**src/hdl/uart_psave_pkg.sv**
```systemverilog
// ============================================================
// Power-saving control constants
package uart_psave_pkg;

  // Power-saving setting codes
  localparam logic [1:0] PSV_OFF    = 2'h0;
  localparam logic [1:0] PSV_CYCLIC = 2'h1;
  localparam logic [1:0] PSV_RTS    = 2'h2;
  localparam logic [1:0] PSV_DTR    = 2'h3;

  // Values after reset
  localparam logic [1:0]  MODE_RESET      = PSV_OFF;
  localparam logic [15:0] TIMEOUT_RESET   = 16'h07d0;  // 2000 frames
  localparam logic [15:0] TIMEOUT_MIN     = 16'h0028;  // 40 frames
  localparam logic [15:0] TIMEOUT_MAX     = 16'hfde8;  // 65000 frames

  // First-variant version from which CTS follows its level setting
  localparam logic [7:0]  CTS_LEVEL_VERSION = 8'h02;

  // Timing: clock period, wake-up time, 2G frame time
  localparam int CLK_PERIOD_NS = 20;
  localparam int WAKE_TIME_US  = 20000;
  localparam int FRAME_TIME_NS = 4615000;
  localparam int WAKE_CYCLES   = WAKE_TIME_US * 1000 / CLK_PERIOD_NS;
  localparam int FRAME_CYCLES  = FRAME_TIME_NS / CLK_PERIOD_NS;

  // Active/idle states
  typedef enum logic [1:0] {
    ST_ACTIVE,
    ST_IDLE,
    ST_WAKE
  } power_state_t;

endpackage : uart_psave_pkg

```
**src/hdl/uart_psave_wake.sv**
```systemverilog
// Contract
// - Setting 2 accepted only with flow control off
// - Setting 2: port off when RTS drops
// - RTS off keeps port off except exceptions
// - RTS rising re-enables; idle wakes after 20ms
// - RTS on: no idle, port enabled
// - Setting 2 CTS by version policy
// - Setting 3 only on second variant
// - Setting 3: port off while DTR off
// - DTR rising re-enables; idle wakes after 20ms
// - DTR on: no idle, port enabled
// - DTR action behaviour still applied
// - Setting 3 with flow control: CTS shows port
// - Armed TXD rising edge wakes the device
// - First character while disabled is discarded
// - Arming conditions differ per variant
// - Second variant never arms on RTS/DTR off
// - Data wake ends after no-data timeout
// - Data wake cannot be switched off
// - Host sends dummy attention command first
// - Calls keep port enabled
// - Live USB keeps second variant active
// - Timeout in frames, 40 to 65000, default 2000
// - Each received character restarts the timer
// - CTS low when enabled, high when disabled; code: low in setting 0, level setting in 1/3 without flow and in 2 by version
`timescale 1ns/1ps

module uart_psave_wake
  import uart_psave_pkg::*;
#(
  parameter int WAKE_COUNT  = WAKE_CYCLES,
  parameter int FRAME_COUNT = FRAME_CYCLES
) (
  // Clock and reset
  input  wire logic        clk_sys,
  input  wire logic        sys_rst,
  // Static product selection
  input  wire logic        second_variant,
  input  wire logic [7:0]  product_version,
  // Setting request from the command layer
  input  wire logic        setting_req,
  input  wire logic [1:0]  power_saving_setting,
  input  wire logic [15:0] timeout_frames,
  input  wire logic        hw_flow_control_on,
  input  wire logic        cts_level_setting,
  output logic             setting_ack,
  output logic             setting_nak,
  // Host lines, high means ON / high level
  input  wire logic        rts_on,
  input  wire logic        dtr_on,
  input  wire logic        txd_level,
  // Activity sources
  input  wire logic        rx_char,
  input  wire logic        unsolicited_result_message,
  input  wire logic        call_active,
  input  wire logic        network_busy,
  input  wire logic        usb_live,
  // Status and pins
  output logic             port_enable,
  output logic             module_active,
  output logic             cts_n,
  output logic             char_discard,
  output logic             dtr_action_event
);

  // ==========================================================
  // Elaboration checks
  localparam int WW = $clog2(WAKE_COUNT + 1);
  localparam int FW = $clog2(FRAME_COUNT + 1);

  if (WAKE_COUNT < 1 || FRAME_COUNT < 1) begin : g_bad_count
    $error("wake and frame counts must be at least one");
  end

  // ==========================================================
  // State
  logic [1:0]   mode;
  logic         flow_on;
  logic [15:0]  timeout;
  power_state_t st;
  logic [WW-1:0] wake_cnt;
  logic [FW-1:0] frame_div;
  logic [15:0]  frame_cnt;
  logic         data_awake;
  logic         dtr_q;
  logic         txd_q;

  logic [1:0]   next_mode;
  logic         next_flow_on;
  logic [15:0]  next_timeout;
  power_state_t next_st;
  logic [WW-1:0] next_wake_cnt;
  logic [FW-1:0] next_frame_div;
  logic [15:0]  next_frame_cnt;
  logic         next_data_awake;
  logic         next_port_enable;
  logic         next_cts_n;
  logic         next_setting_ack;
  logic         next_setting_nak;
  logic         next_char_discard;
  logic         next_dtr_action_event;

  logic         want;
  logic         armed;
  logic         frame_tick;
  logic         legal;

  // Clamp a requested timeout into its legal frame range
  function automatic logic [15:0] clamp_timeout(input logic [15:0] v);
    if (v < TIMEOUT_MIN) begin
      return TIMEOUT_MIN;
    end
    if (v > TIMEOUT_MAX) begin
      return TIMEOUT_MAX;
    end
    return v;
  endfunction : clamp_timeout

  // ==========================================================
  // Next-state computation
  always_comb begin
    next_mode             = mode;
    next_flow_on          = flow_on;
    next_timeout          = timeout;
    next_st               = st;
    next_wake_cnt         = wake_cnt;
    next_frame_div        = frame_div;
    next_frame_cnt        = frame_cnt;
    next_data_awake       = data_awake;
    next_setting_ack      = 1'b0;
    next_setting_nak      = 1'b0;
    next_char_discard     = 1'b0;
    next_dtr_action_event = 1'b0;

    // Setting legality per variant and flow control
    // setting legality
    legal = 1'b1;
    if (power_saving_setting == PSV_RTS && hw_flow_control_on) begin
      legal = 1'b0;
    end
    if (power_saving_setting == PSV_DTR && !second_variant) begin
      legal = 1'b0;
    end
    if (setting_req) begin
      next_flow_on = hw_flow_control_on;
      if (legal) begin
        next_mode        = power_saving_setting;
        next_timeout     = clamp_timeout(timeout_frames);
        next_setting_ack = 1'b1;
      end else begin
        next_setting_nak = 1'b1;
      end
    end

    // Arming needs flow control off; RTS off arms setting 2 on the first variant only
    // arming
    armed = !flow_on && (mode == PSV_CYCLIC ||
            (!second_variant && mode == PSV_RTS && !rts_on));

    // Frame divider runs only while a data wake is held
    frame_tick = data_awake && (frame_div == FW'(FRAME_COUNT - 1));
    if (data_awake) begin
      next_frame_div = frame_tick ? '0 : frame_div + 1'b1;
      if (frame_tick) begin
        next_frame_cnt = frame_cnt + 16'h0001;
      end
      if (rx_char && port_enable) begin
        next_frame_cnt = 16'h0000;
        next_frame_div = '0;
      end else if (frame_cnt >= timeout) begin
        next_data_awake = 1'b0;
      end
    end

    // After the timeout, so a fresh edge beats the clear
    // armed edge wakes
    if (armed && txd_level && !txd_q && !port_enable) begin
      next_data_awake = 1'b1;
      next_frame_cnt  = 16'h0000;
      next_frame_div  = '0;
    end

    // Port wanted by the current setting and pending work
    // port gating
    unique case (mode)
      PSV_OFF:    want = 1'b1;
      PSV_CYCLIC: want = 1'b0;
      PSV_RTS:    want = rts_on;
      PSV_DTR:    want = dtr_on;
    endcase
    want = want || unsolicited_result_message || call_active ||
           data_awake;

    if (rx_char && !port_enable) begin
      next_char_discard = 1'b1;
    end

    if (dtr_q && !dtr_on) begin
      next_dtr_action_event = 1'b1;
    end

    // Active/idle sequencing
    unique case (st)
      ST_ACTIVE: begin
        if (!want && !network_busy && !(second_variant && usb_live)) begin
          next_st = ST_IDLE;
        end
      end
      ST_IDLE: begin
        if (want || network_busy || (second_variant && usb_live)) begin
          next_st       = ST_WAKE;
          next_wake_cnt = '0;
        end
      end
      ST_WAKE: begin
        if (wake_cnt == WW'(WAKE_COUNT - 1)) begin
          next_st = ST_ACTIVE;
        end else begin
          next_wake_cnt = wake_cnt + 1'b1;
        end
      end
    endcase

    // Port only opens once the module is fully active
    next_port_enable = want && (st == ST_ACTIVE) && (next_st == ST_ACTIVE);

    // CTS policy: ON is low
    // CTS policy
    next_cts_n = !next_port_enable;
    if (mode == PSV_OFF) begin
      next_cts_n = 1'b0;
    end else if (mode == PSV_RTS && !second_variant &&
                 product_version >= CTS_LEVEL_VERSION) begin
      next_cts_n = !cts_level_setting;
    end else if (!flow_on && mode != PSV_RTS) begin
      next_cts_n = !cts_level_setting;
    end
  end

  // ==========================================================
  // Registers
  always_ff @(posedge clk_sys or posedge sys_rst) begin
    if (sys_rst) begin
      mode             <= MODE_RESET;
      flow_on          <= 1'b0;
      timeout          <= TIMEOUT_RESET;
      st               <= ST_ACTIVE;
      wake_cnt         <= '0;
      frame_div        <= '0;
      frame_cnt        <= 16'h0000;
      data_awake       <= 1'b0;
      dtr_q            <= 1'b0;
      txd_q            <= 1'b1;
      port_enable      <= 1'b0;
      module_active    <= 1'b1;
      cts_n            <= 1'b1;
      setting_ack      <= 1'b0;
      setting_nak      <= 1'b0;
      char_discard     <= 1'b0;
      dtr_action_event <= 1'b0;
    end else begin
      mode             <= next_mode;
      flow_on          <= next_flow_on;
      timeout          <= next_timeout;
      st               <= next_st;
      wake_cnt         <= next_wake_cnt;
      frame_div        <= next_frame_div;
      frame_cnt        <= next_frame_cnt;
      data_awake       <= next_data_awake;
      dtr_q            <= dtr_on;
      txd_q            <= txd_level;
      port_enable      <= next_port_enable;
      module_active    <= (next_st == ST_ACTIVE);
      cts_n            <= next_cts_n;
      setting_ack      <= next_setting_ack;
      setting_nak      <= next_setting_nak;
      char_discard     <= next_char_discard;
      dtr_action_event <= next_dtr_action_event;
    end
  end
endmodule : uart_psave_wake

```
**config.mk**
```make
export PLATFORM = sky130hd
export DESIGN_NAME = uart_psave_wake
export DESIGN_NICKNAME = d
export VERILOG_FILES = /design/src/hdl/uart_psave_pkg.sv /design/src/hdl/uart_psave_wake.sv
export SDC_FILE = /design/constraint.sdc
export NUM_CORES = 1
export LEC_CHECK = 0
export CAP_MARGIN = 10
export CORE_MARGIN = 5
export CORE_UTILIZATION = 54
export CTS_CLUSTER_DIAMETER = 150
export DETAILED_ROUTE_END_ITERATION = 8
export DONT_BUFFER_PORTS = 1
export GPL_TIMING_DRIVEN = 0
export PLACE_DENSITY_LB_ADDON = 0.3
export SLEW_MARGIN = 5
export SYNTH_ARGS = -nofsm -noshare
export SYNTH_HDL_FRONTEND = slang
export SYNTH_SLANG_ARGS = --single-unit
```
**constraint.sdc**
```tcl
create_clock -name clk_sys -period 3.23 [get_ports clk_sys]
set_clock_uncertainty 0.15 [all_clocks]
set_input_delay 0.323 -clock clk_sys [delete_from_list [all_inputs] [get_ports clk_sys]]
set_output_delay 0.323 -clock clk_sys [all_outputs]
set_load 0.05 [all_outputs]
```
# [After elaboration in Yosys (flattened, before gate mapping)]
# Index checks and enable logic that the tools add are counted.
# W data, S select, Z words.
[word_totals] romBits=0 memories=0 latch_bits=0 mem_bits_rw=0 regBits=85
[classes] add_sub_neg=3 n_lt_le_gt_ge=4 n_bitwise=0 div_mod_pow=0 n_mux=42 multipliers=0 eq_ne=12 shifts=0 n_reduce_logical=45
[ops] operator="$mux W16" count=8
[ops] operator="$mux W18" count=4
[ops] operator="$mux W20" count=2
[ops] operator="$pmux W20 S2" count=1
[ops] operator="$mux W1" count=22
[ops] operator="$add A20 B1 Y20 const B" count=1
[ops] operator="$eq A20 B20 Y1 const B" count=1
[ops] operator="$logic_and A1 B1 Y1" count=19
[ops] operator="$add A18 B1 Y18 const B" count=1
[ops] operator="$eq A18 B18 Y1 const B" count=1
[ops] operator="$add A16 B1 Y16 const B" count=1
[ops] operator="$ge A16 B16 Y1" count=1
[ops] operator="$gt A16 B16 Y1 const B" count=1
[ops] operator="$lt A16 B6 Y1 const B" count=1
[ops] operator="$logic_not A1 Y1" count=11
[ops] operator="$eq A2 B2 Y1 const B" count=5
[ops] operator="$ge A8 B2 Y1 const B" count=1
[ops] operator="$logic_not A2 Y1" count=3
[ops] operator="$logic_or A1 B1 Y1" count=6
[ops] operator="$mux W2" count=3
[ops] operator="$ne A2 B2 Y1 const B" count=3
[ops] operator="$pmux W2 S3" count=1
[ops] operator="$eq A2 B1 Y1 const B" count=2
[ops] operator="$pmux W1 S4" count=1
[ops] operator="other kinds (4)" count=6

# [Depth between registers and ports, before layout]
# Gate-level depths: netlist of run 1.
[logic_depth] depth_word=16 ltp_mapped=9

# [Worst setup path before layout of run 1]
# No wires, ideal clock.
[synth_path] path_kind="register to register" start="register frame_div[14]" end="register frame_cnt[8]" t_arrival_ns=2.187 required_time_ns=3.002 setup_time_ns=0.078 synth_period_minus_slack_ns=2.415 path_buffers=0 path_stages_with_launch=7 slack_ns=0.815 cell_sequence="dfrtp_1 -> or4_1 -> or4_4 -> nor2_4 -> o21ai_4 -> or4_1 -> a21oi_1"
[synth_between] elab_chain_len=4
[synth_lines] item="from (decl)" line_no="uart_psave_wake.sv:82" text="logic [FW-1:0] frame_div;"
[synth_lines] item="from (signal assigned)" line_no="uart_psave_wake.sv:267" text="frame_div <= next_frame_div;"
[synth_lines] item="$eq A18 B18 Y1" line_no="uart_psave_wake.sv:161" text="frame_tick = data_awake && (frame_div == FW'(FRAME_COUNT - 1));"
[synth_lines] item="$logic_and A1 B1 Y1" line_no="uart_psave_wake.sv:161"
[synth_lines] item="$reduce_bool A3 Y1 (no line)"
[synth_lines] item="$reduce_and A2 Y1 (no line)"
[synth_lines] item="to (signal assigned)" line_no="uart_psave_wake.sv:268" text="frame_cnt <= next_frame_cnt;"
[synth_lines] item="to (decl)" line_no="uart_psave_wake.sv:83" text="logic [15:0] frame_cnt;"
# Every way passes these cells.
# A chain may end at the register's enable or synchronous reset.

# [Worst setup path after layout of run 1]
[layout_path] start="register port_enable" end="register frame_cnt[10]"
[layout_between] elab_chain_len=4 elab_cells_between_ends=9 classes_between="3 x mux; 6 x reduce/logical"
[layout_lines] item="from (decl)" line_no="uart_psave_wake.sv:59" text="output logic port_enable,"
[layout_lines] item="from (signal assigned)" line_no="uart_psave_wake.sv:272" text="port_enable <= next_port_enable;"
[layout_lines] item="$logic_and A1 B1 Y1 / $logic_not A1 Y1 (equally long branches)" line_no="uart_psave_wake.sv:167, uart_psave_wake.sv:177"
[layout_lines] item="$mux W16 / $logic_and A1 B1 Y1 (equally long branches)" line_no="uart_psave_wake.sv:167, uart_psave_wake.sv:177"
[layout_lines] item="$mux W16, or another cell as far along" line_no="uart_psave_wake.sv:162" text="if (data_awake) begin"
[layout_lines] item="$mux W16 / $reduce_and A2 Y1 (equally long branches)"
# Parallel ways exist; a longest one is shown, timed or not. The select of a mux whose other input is x is not followed.

==> results of run 1 <==
-- layout by cell type (no fill, tap or decap), drive strengths merged, types with 6 or more instances in the layout --
cell          n
a21oi        25
and3          7
and4          7
buf           6
clkbuf       19
dfrtp        76
dfstp         9
dlygate4sd3  25
ha           23
inv          31
nand2        38
nand3        23
nand4        17
nor2         46
nor2b         6
nor3         13
nor4          7
o21ai        45
or3           7
or4           6
xnor2         9
xor2         23
-- critical path: stages, from the launching register on --
cell and delay [ps]:
dfrtp_1 610, nor3_1 260, o211a_1 280, or2_0 140, buf_2 190, clkbuf_1 410
o2111ai_1 220, xor2_1 170, nor2_1 50
-- layer usage --
layer / wire length (um) / GRT usage / vias up
li1: - / - / 1823
met1: 4795 / 0.2865 / 1834
met2: 4885 / 0.3413 / 102
met3: 689 / 0.06143 / 13
met4: 116 / 0.05247 / 0
met5: 0 / 0 / -
-- sequential cells by signal, indices dropped and copies added, names as in the netlist, 2 cells and up --
register	cells
mode	2
frame_div	18
timeout	16
frame_cnt	16
st	2
wake_cnt	20
-- path summary, 6_finish.rpt --
check                           cells past startpoint                    endpoint                    start  slack, ps
worst max register to register                      8   frame_cnt[10]$_DFFE_PP0P_    port_enable$_DFF_PP0_        620
worst max-delay path                                8   frame_cnt[10]$_DFFE_PP0P_    port_enable$_DFF_PP0_        620
min in group asynchronous                           2         flow_on$_DFFE_PP0P_                  sys_rst        270
max in group asynchronous                           3      timeout[9]$_DFFE_PP1P_                  sys_rst       1990
worst min register to register                      1  dtr_action_event$_DFF_PP0_          dtr_q$_DFF_PP0_        350
worst min-delay path                                2       setting_nak$_DFF_PP0_  power_saving_setting[0]         50
-- cells by family (layout without fill, tap and decap cells) --
family	count (synthesis)	in the layout	share of synthesized area
buffers and inverters	43	85	0.03668
flip-flops	85	85	0.4644
AO/OA/AOI/OAI	104	104	0.1389
XOR/XNOR	32	32	0.06087
multiplexers	2	2	0.004619
AND/OR/NAND/NOR	199	199	0.2321
adder cells (fa/ha/maj)	23	23	0.06250
-- repair_timing --
action | CTS | global route
hold buffers | 25 | 0
hold endpoints to repair | 49 | 0
endpoints found under the setup margin | 0 | 0
-- power groups by stage --
stage          logic, mW  clock network, mW  registers [mW]
4_1_cts            0.392              0.689            1.29
2_1_floorplan      0.279                  0            1.29
6_report           0.393              0.673            1.29
3_3_place_gp       0.341                  0            1.30
5_1_grt            0.448              0.742            1.30
3_5_place_dp       0.366                  0            1.31
-- cells in the mapped netlist, drive strengths merged (2+ instances only) --
library cell,instances
dfrtp,76
nor2,46
o21ai,45
nand2,38
inv,31
a21oi,25
ha,23
nand3,23
xor2,23
nand4,17
nor3,13
dfstp,9
xnor2,9
and3,7
and4,7
clkbuf,7
nor4,7
or3,7
nor2b,6
or4,6
and2,5
buf,5
a22o,4
nand2b,4
a21o,3
a31oi,3
o211ai,3
or2,3
a21boi,2
a22oi,2
nand4b,2
nor4b,2
o22a,2
o31a,2
o31ai,2
or4b,2
-- through the flow --
stage	area [um2]	TNS, ps	cells
finish	5187	0	635
global route	5187	0	635
CTS	5187	0	635
global placement	4736	-23180	593
detailed placement	4766	0	594
floorplan	4604	0	488
-- layout make-up --
cell class / count / area [um2]
tap: 105 / 131.4
fill: 668 / 3070
clock buffer: 12 / 145.1
sequential: 85 / 2138
buffer: 12 / 52.55
clock inverter: 4 / 26.28
inverter: 31 / 118.9
timing repair buffer: 26 / 277.8
multi-input combinational: 360 / 2297
==> metrics, run 1 <==
maximum vdd drop 217.3 uV; net switching power 0.7273 mW; Die Span X 102.3 um; RSZ-0062 raised after global routing no; # H-tree levels 3; part of the power in combinational logic 0.167; routability cong. 0.8209; Area Growth Syn to Fin 12.66%; Finish-stage setup viols 0; portion of total power attributed to the clock network 0.286; Wirelength per Cell 16.51 um; routed wire length 10490 um; number of DRC markers in iteration 0 301; post-CTS sizing 0; detailed placer's ending HPWL 7458 um; total congestion overflow after global routing 0; std cell rows 33; shortest period the worst path allows 2607 ps; maximum number of pins on one net before global-route repair 62; proportion of layout cells with a drive suffix above 1 0.07358; actual slew at the worst max-slew pin 901.7 ps; Total Nets Final 588; Peak Freq 0.3835 GHz; cell count after synthesis 488; Total Power Consumption 2.354 mW; Sinks on Clock Net 85; Netlist cell types 62; cell area after synthesis 4604 um2; number of synthesized flops with an enable pin 0; required time of the critical path 3310 ps; synthesis-stage register bit count 85; first-pass detailed-route iteration total 4; worst slack at placement 642.1 ps; final antenna-violating net count 0; proportion of register bits with asynchronous set or reset after synthesis 1.000; TritonCTS Buffers 9; antenna violations before repair 0; DRC 0; global-route wire length before repair 17630 um; Mean Syn Cell Area 9.435 um2; TritonCTS clock tree done; switching power as a share of total power 0.3089; starting density of the core 0.5576; most frequently used flop master after synthesis dfrtp_1; aggregate global-route resource usage 0.2129; utilization after layout 0.6282; Floorplan Core Area 8258 um2; leakage 2.279 nW; final hold viol count 0; Max clock buf depth 2; Ant. Diodes 0; crit start category flip-flop; Critical Path Sink Type flip-flop; Worst Path Arrival 2690 ps; maximum fanout count along the critical path 10; number of primary I/O pins 47; number of input and output port buffers inserted 0; power per unit of standard cell area 453.8 nW/um2; start-to-end type of the worst setup path reg2reg; Max Cap Violations 0; share of the yosys chip area belonging to registers 0.4644; pins over their slew limit 0; Die Footprint 10470 um2; largest area contributor in the synthesized netlist dfrtp_1; class of the tightest hold or removal check in2reg; per-cell via count in the routed design 5.940; insertion delay to the later sink of the worst-skew pair 360 ps; most area-consuming cells after synthesis dfrtp_1, ha_1, dfstp_2; Max-slew headroom 0.3948; CTS clk-pin slew, worst paths 80 ps; share of total power in sequential cells 0.547; via count of the first global-routing pass 3782; run status finished clean; vias after detailed routing 3772; setup fix buffers added after clock tree synthesis 0; post-route fraction of the period consumed by the critical path 0.8072; top-area cell type share of the netlist area 0.4130; warnings from Yosys 0; clock root buffer master clkbuf_8; Die H 102.3 um; syn nets 551; final worst hold slack 47.10 ps; Internal Power 1.627 mW; post-route worst setup slack 622.8 ps
Note: power is estimated with default switching activity, not from simulation.
==> run 2: changes to the inputs <==
Settings changed: ABC_AREA from default to 1.
Clock period 3.23 ns to 2.35 ns, I/O delays scaled along.
==> metrics, run 2 <==
vias after detailed routing 4827 (+28%); share of the yosys chip area belonging to registers 0.4064 (-0.05798); top-area cell type share of the netlist area 0.3615 (-0.05157); Ant. Diodes 0 (unchanged); Worst Path Arrival 2270 ps (-420 ps); aggregate global-route resource usage 0.2277 (+0.01480); proportion of layout cells with a drive suffix above 1 0.07620 (+0.002618); cell area after synthesis 5261 um2 (+14%); Area Growth Syn to Fin 13.70%; actual slew at the worst max-slew pin 582.1 ps (-319.6 ps); utilization after layout 0.6206 (-0.007595); required time of the critical path 2450 ps (-860 ps); CTS clk-pin slew, worst paths 90 ps (about the same); leading cell type in the layout, fill and taps excluded nand2_1; net switching power 1.382 mW (+90%); number of synthesized flops with an enable pin 0 (unchanged); leakage 2.783 nW (+22%); routability cong. 0.9073 (+11%); Max Cap Violations 0 (unchanged); cell family contributing the most delay on the critical path simple AND/OR/NAND/NOR gates; CP Cell Sequence ha_1 -> nand3_1 -> nor2_1 -> nand3_1 -> nand2_1 -> nand2_1 -> nand2_2 -> inv_2 -> buf_2 -> nand3_1 -> o21ai_1; max FFs per register 20 (unchanged); via count of the first global-routing pass 4772 (+26%); syn nets 766 (+39%); Internal Power 2.772 mW (+70%); TritonCTS clock tree done; pins over their slew limit 0 (unchanged); post-route fraction of the period consumed by the critical path 0.9253 (+0.1182); slowest CP cell dfrtp_1; Netlist cell types 39 (-37%); antenna violations before repair 0 (unchanged); routed wire length 12390 um (+18%); Peak Freq 0.4599 GHz (+20%); final antenna-violating net count 0 (unchanged); total negative slack 0 ps (unchanged); dominant cell type by count on the critical path nand3_1; number of input and output port buffers inserted 0 (unchanged); Mean Syn Cell Area 7.484 um2 (-21%); register bank with the most flops wake_cnt; part of the power in combinational logic 0.230 (+0.063); top cell types by occurrence after synthesis nand2_1, inv_1, nor2_1; Die Span X 108.7 um (+6.2%); Die Footprint 11820 um2 (+13%); shortest period the worst path allows 2175 ps (-432.7 ps); class of the tightest hold or removal check in2reg; Max-slew headroom 0.6119 (+0.2171); number of primary I/O pins 47 (unchanged); total congestion overflow after global routing 0 (unchanged); switching power as a share of total power 0.3327 (+0.02381); final worst hold slack 23.17 ps (-23.93 ps); global-route wire length before repair 21640 um (+23%); most area-consuming cells after synthesis dfrtp_1, nand2_1, inv_1; std cell rows 36 (+9.1%); slowest cell delay on critical path 420 ps (-190 ps); maximum fanout count along the critical path 10 (unchanged); Finish-stage setup viols 0 (unchanged); filler instances 858 (+28%); most frequent cells in the layout nand2_1, inv_1, nor2_1; Critical Path Sink Type flip-flop; Sinks on Clock Net 85 (unchanged); Die H 108.7 um (+6.2%); number of DRC markers in iteration 0 274 (-9.0%); portion of total power attributed to the clock network 0.304 (+0.018); warnings from Yosys 0 (unchanged); first-pass detailed-route iteration total 5 (+1); clock root buffer master clkbuf_8; Floorplan Core Area 9639 um2 (+17%); TritonCTS Buffers 9 (unchanged); # H-tree levels 3 (unchanged); insertion delay to the later sink of the worst-skew pair 370 ps (about the same); starting density of the core 0.5458 (-0.01176); cell count after synthesis 703 (+44%); share of total power in sequential cells 0.466 (-0.081); post-CTS sizing 0 (unchanged); synthesis-stage register bit count 85 (unchanged); dominant cell by count in the synthesized netlist nand2_1; start-to-end type of the worst setup path reg2reg; final standard cell area without fillers 5982 um2 (+15%); Wirelength per Cell 14.06 um (-15%); largest area contributor in the synthesized netlist dfrtp_1; leading registers by flop count wake_cnt (20), frame_div (18); final hold viol count 0 (unchanged); Max clock buf depth 2 (unchanged); proportion of register bits with asynchronous set or reset after synthesis 1.000 (unchanged); run status finished clean; maximum vdd drop 414.6 uV (+91%); per-cell via count in the routed design 5.479 (-7.8%); most frequently used flop master after synthesis dfrtp_1; maximum number of pins on one net before global-route repair 39 (-37%); detailed placer's ending HPWL 9075 um (+22%); Total Nets Final 806 (+37%); DRC 0 (unchanged); setup slack of the worst register-to-register path 180 ps (-450 ps); Placed Area 5472 um2 (+15%); power per unit of standard cell area 694.4 nW/um2 (+53%); RSZ-0062 raised after global routing no; Crit path buffers/inverters 2 (unchanged); crit start category flip-flop
-- run 2: cell types whose count changed after synthesis, sizes merged, moves of 7 or more --
cell,delta
nand2,+115
inv,+70
nor2,+43
nand3,+23
nor3,+20
o21ai,+11
nand4,+9
o31ai,+8
and4,-7
or3,-7
-- run 2: path summary, 6_finish.rpt --
| check | start | endpoint | cells after the start |
|---|---|---|---|
| worst max register to register | wake_cnt[0]$_DFFE_PP0P_ | wake_cnt[0]$_DFFE_PP0P_ | 11 |
| worst max-delay path | wake_cnt[0]$_DFFE_PP0P_ | wake_cnt[0]$_DFFE_PP0P_ | 11 |
| max in group asynchronous | sys_rst | timeout[10]$_DFFE_PP1P_ | 4 |
| min in group asynchronous | sys_rst | wake_cnt[14]$_DFFE_PP0P_ | 2 |
| worst min-delay path | timeout_frames[3] | timeout[3]$_DFFE_PP0P_ | 4 |
| worst min register to register | dtr_q$_DFF_PP0_ | dtr_action_event$_DFF_PP0_ | 2 |
-- run 2: metal layers --
| metal | routed length [um] | vias up | track usage |
|---|---|---|---|
| met3 | 553 | 17 | 0.03789 |
| met1 | 5553 | 2290 | 0.3001 |
| li1 | - | 2379 | - |
| met5 | 0 | - | 0 |
| met2 | 6070 | 141 | 0.3804 |
| met4 | 210 | 0 | 0.07845 |
-- run 2: kinds of logic (layout without fill, tap and decap cells) --
family                     after synthesis  after routing  synth area share
and+or+nand+nor                        360            360            0.3111
buffers and inverters                  119            164           0.09370
AOI/OAI and AO/OA                       94             94           0.09750
DFF                                     85             85            0.4064
adders and majority gates               23             23           0.05470
xor gates and xnor gates                22             22           0.03662
-- run 2: metrics by stage --
| step | cells | total power, mW | setup WS (ps) |
|---|---|---|---|
| 2_1_floorplan | 703 | 2.618 | 471.1 |
| 3_3_place_gp | 836 | 2.788 | 220.6 |
| 3_5_place_dp | 838 | 2.868 | 210.8 |
| 4_1_cts | 881 | 4.176 | 193.8 |
| 5_1_grt | 881 | 4.411 | 18.77 |
| 6_report | 881 | 4.154 | 175.4 |
-- run 2: worst register-to-register path: stages, from the launching register on --
cell	delay, ps
dfrtp_1	420
ha_1	280
nand3_1	210
nor2_1	170
nand3_1	130
nand2_1	90
nand2_1	60
nand2_2	140
inv_2	100
buf_2	190
nand3_1	80
o21ai_1	60
-- run 2: repair_timing --
action | CTS | global route
hold buffers | 27 | 0
setup buffers | 0 | 0
hold endpoints to repair | 70 | 0
-- run 2: area by class of cell --
type	count	area (um2)	area share
Buffer	16	101.3	0.01694
Multi-Input combinational cell	499	2630	0.4397
Tap cell	133	166.4	0.02782
Inverter	103	395.4	0.06609
Clock buffer	10	127.6	0.02133
Clock inverter	6	112.6	0.01882
Timing Repair Buffer	29	310.3	0.05187
Sequential cell	85	2138	0.3575
-- run 2: power groups by stage --
stage	clock [mW]	sequential, mW	combinational [mW]
2_1_floorplan	0	1.89	0.727
3_3_place_gp	0	1.95	0.843
3_5_place_dp	0	1.96	0.911
4_1_cts	1.29	1.93	0.959
5_1_grt	1.34	1.97	1.10
6_report	1.26	1.94	0.954
==> run 3: changes to the inputs <==
Settings changed: PLACE_DENSITY from default to 0.75, PLACE_DENSITY_LB_ADDON 0.3 to default.
==> metrics, run 3 (same netlist as run 2, synthesis figures left out) <==
routability cong. 0.9162 (+0.98%); TritonCTS clock tree done; clock root buffer master clkbuf_8; final worst hold slack 14.26 ps (-8.907 ps); leading registers by flop count wake_cnt (20), frame_div (18); vias after detailed routing 4854 (+0.56%); Area Growth Syn to Fin 12.96%; maximum number of pins on one net before global-route repair 37 (-5.1%); crit start category flip-flop; first-pass detailed-route iteration total 7 (+2); Max clock buf depth 2 (unchanged); Floorplan Core Area 9639 um2 (unchanged); Total Nets Final 806 (unchanged); RSZ-0062 raised after global routing no; total negative slack 0 ps (unchanged); r2r startpoint port_enable$_DFF_PP0_; class of the tightest hold or removal check in2reg; startpoint of the worst hold path timeout_frames[3]; Die Span X 108.7 um (unchanged); setup slack of the worst register-to-register path 210 ps (+30 ps); number of input and output port buffers inserted 0 (unchanged); Critical Path Sink Type flip-flop; register bank with the most flops wake_cnt; utilization after layout 0.6166 (-0.004024); maximum fanout count along the critical path 10 (unchanged); Finish-stage setup viols 0 (unchanged); endpoint of the most critical register-to-register path frame_cnt[1]$_DFFE_PP0P_; Wirelength per Cell 14.37 um (+2.2%); insertion delay to the later sink of the worst-skew pair 370 ps (about the same); # H-tree levels 3 (unchanged); Peak Freq 0.4674 GHz (+1.6%); Min-Delay Path Depth 4 (unchanged); most frequent cells in the layout nand2_1, inv_1, nor2_1; shortest period the worst path allows 2140 ps (-34.92 ps); post-route fraction of the period consumed by the critical path 0.9105 (-0.01486); pins over their slew limit 0 (unchanged); Max Cap Violations 0 (unchanged); number of DRC markers in iteration 0 392 (+43%); start-to-end type of the worst setup path reg2reg; number of cells on the worst reg-to-reg path 8 (-3); CTS clk-pin slew, worst paths 90 ps (about the same); filler instances 864 (+0.70%); per-cell via count in the routed design 5.510 (+0.56%); Worst Path Arrival 2270 ps (about the same); final hold viol count 0 (unchanged); Max-slew headroom 0.6112 (-0.0007920); global-route wire length before repair 21760 um (+0.57%); power per unit of standard cell area 660.1 nW/um2 (-4.9%); Endpoint, Worst Hold timeout[3]$_DFFE_PP0P_; DRC 0 (unchanged); total congestion overflow after global routing 0 (unchanged); std cell rows 36 (unchanged); starting density of the core 0.5458 (unchanged); detailed placer's ending HPWL 9097 um (+0.24%); via count of the first global-routing pass 4726 (-0.96%); actual slew at the worst max-slew pin 583.3 ps (+1.187 ps); leakage 2.764 nW (-0.68%); routed wire length 12660 um (+2.2%); Die H 108.7 um (unchanged); maximum vdd drop 273.8 uV (-34%); Sinks on Clock Net 85 (unchanged); Ant. Diodes 0 (unchanged); run status finished clean; max FFs per register 20 (unchanged); number of primary I/O pins 47 (unchanged); TritonCTS Buffers 9 (unchanged); Die Footprint 11820 um2 (unchanged); proportion of layout cells with a drive suffix above 1 0.07888 (+0.002674); final antenna-violating net count 0 (unchanged); first element of the critical path port_enable$_DFF_PP0_; aggregate global-route resource usage 0.2294 (+0.001727); antenna violations before repair 0 (unchanged); leading cell type in the layout, fill and taps excluded nand2_1; required time of the critical path 2480 ps (+30 ps)
## run 3: cell count changes in the layout (fill, tap and decap cells not counted)
cell        change
nand3_1         -1
clkinv_4        -2
bufinv_16       -3
clkbuf_8        +4
clkinvlp_4      +1
nand3_2         +1
clkinv_2        +1
clkbuf_1        -1
## run 3: worst max-delay path by stage
stage	end	slack, ps
CTS	frame_cnt[1]$_DFFE_PP0P_	190
detailed placement	wake_cnt[15]$_DFFE_PP0P_	200
global route	wake_cnt[8]$_DFFE_PP0P_	40
finish	frame_cnt[1]$_DFFE_PP0P_	210
global placement	wake_cnt[15]$_DFFE_PP0P_	250
floorplan	frame_cnt[7]$_DFFE_PP0P_	470
## run 3: critical path, stage by stage, from the launching register on
cell and delay [ps]:
dfrtp_1 610, nor4_2 470, nand2_4 180, nand3_2 160, nand2_4 80, clkinv_4 90
buf_6 140, nand3_1 70, o21ai_0 90
## run 3: cell type report
type | instances | area [um2] | share of cell area
timing repair buffer | 29 | 310.3 | 0.05221
buffer | 16 | 101.3 | 0.01705
multi-input combinational | 499 | 2635 | 0.4434
inverter | 103 | 395.4 | 0.06653
clock buffer | 13 | 178.9 | 0.03011
clock inverter | 3 | 17.52 | 0.002947
tap | 133 | 166.4 | 0.02800
sequential | 85 | 2138 | 0.3598
## run 3: per-layer routing
| metal | share of wire | global-route usage | vias up |
|---|---|---|---|
| li1 | - | - | 2369 |
| met1 | 0.43 | 0.2989 | 2281 |
| met2 | 0.49 | 0.3910 | 172 |
| met3 | 0.054 | 0.02664 | 32 |
| met4 | 0.024 | 0.08927 | 0 |
| met5 | 0 | 0 | - |
## run 3: where the power goes
group | internal, mW | switching, mW | leakage (nW)
Clock | 0.497 | 0.534 | 0.101
Combinational | 0.380 | 0.575 | 1.58
Sequential | 1.68 | 0.256 | 1.08
## run 3: per-stage QoR
step           total power [mW]  setup WS, ps  instances  instance area [um2]
2_1_floorplan             2.618         471.1        703                 5265
3_3_place_gp              2.791         246.0        836                 5431
3_5_place_dp              2.864         204.2        838                 5472
4_1_cts                   3.936         194.1        881                 5938
5_1_grt                   4.165         40.96        881                 5943
6_report                  3.923         210.3        881                 5943
## run 3: repair_timing
| action | in CTS | in global routing |
|---|---|---|
| hold buffers | 27 | 0 |
| hold endpoints to repair | 73 | 0 |
| gates resized for setup | 0 | 1 |
| endpoints found under the setup margin | 0 | 4 |
| setup buffers | 0 | 0 |
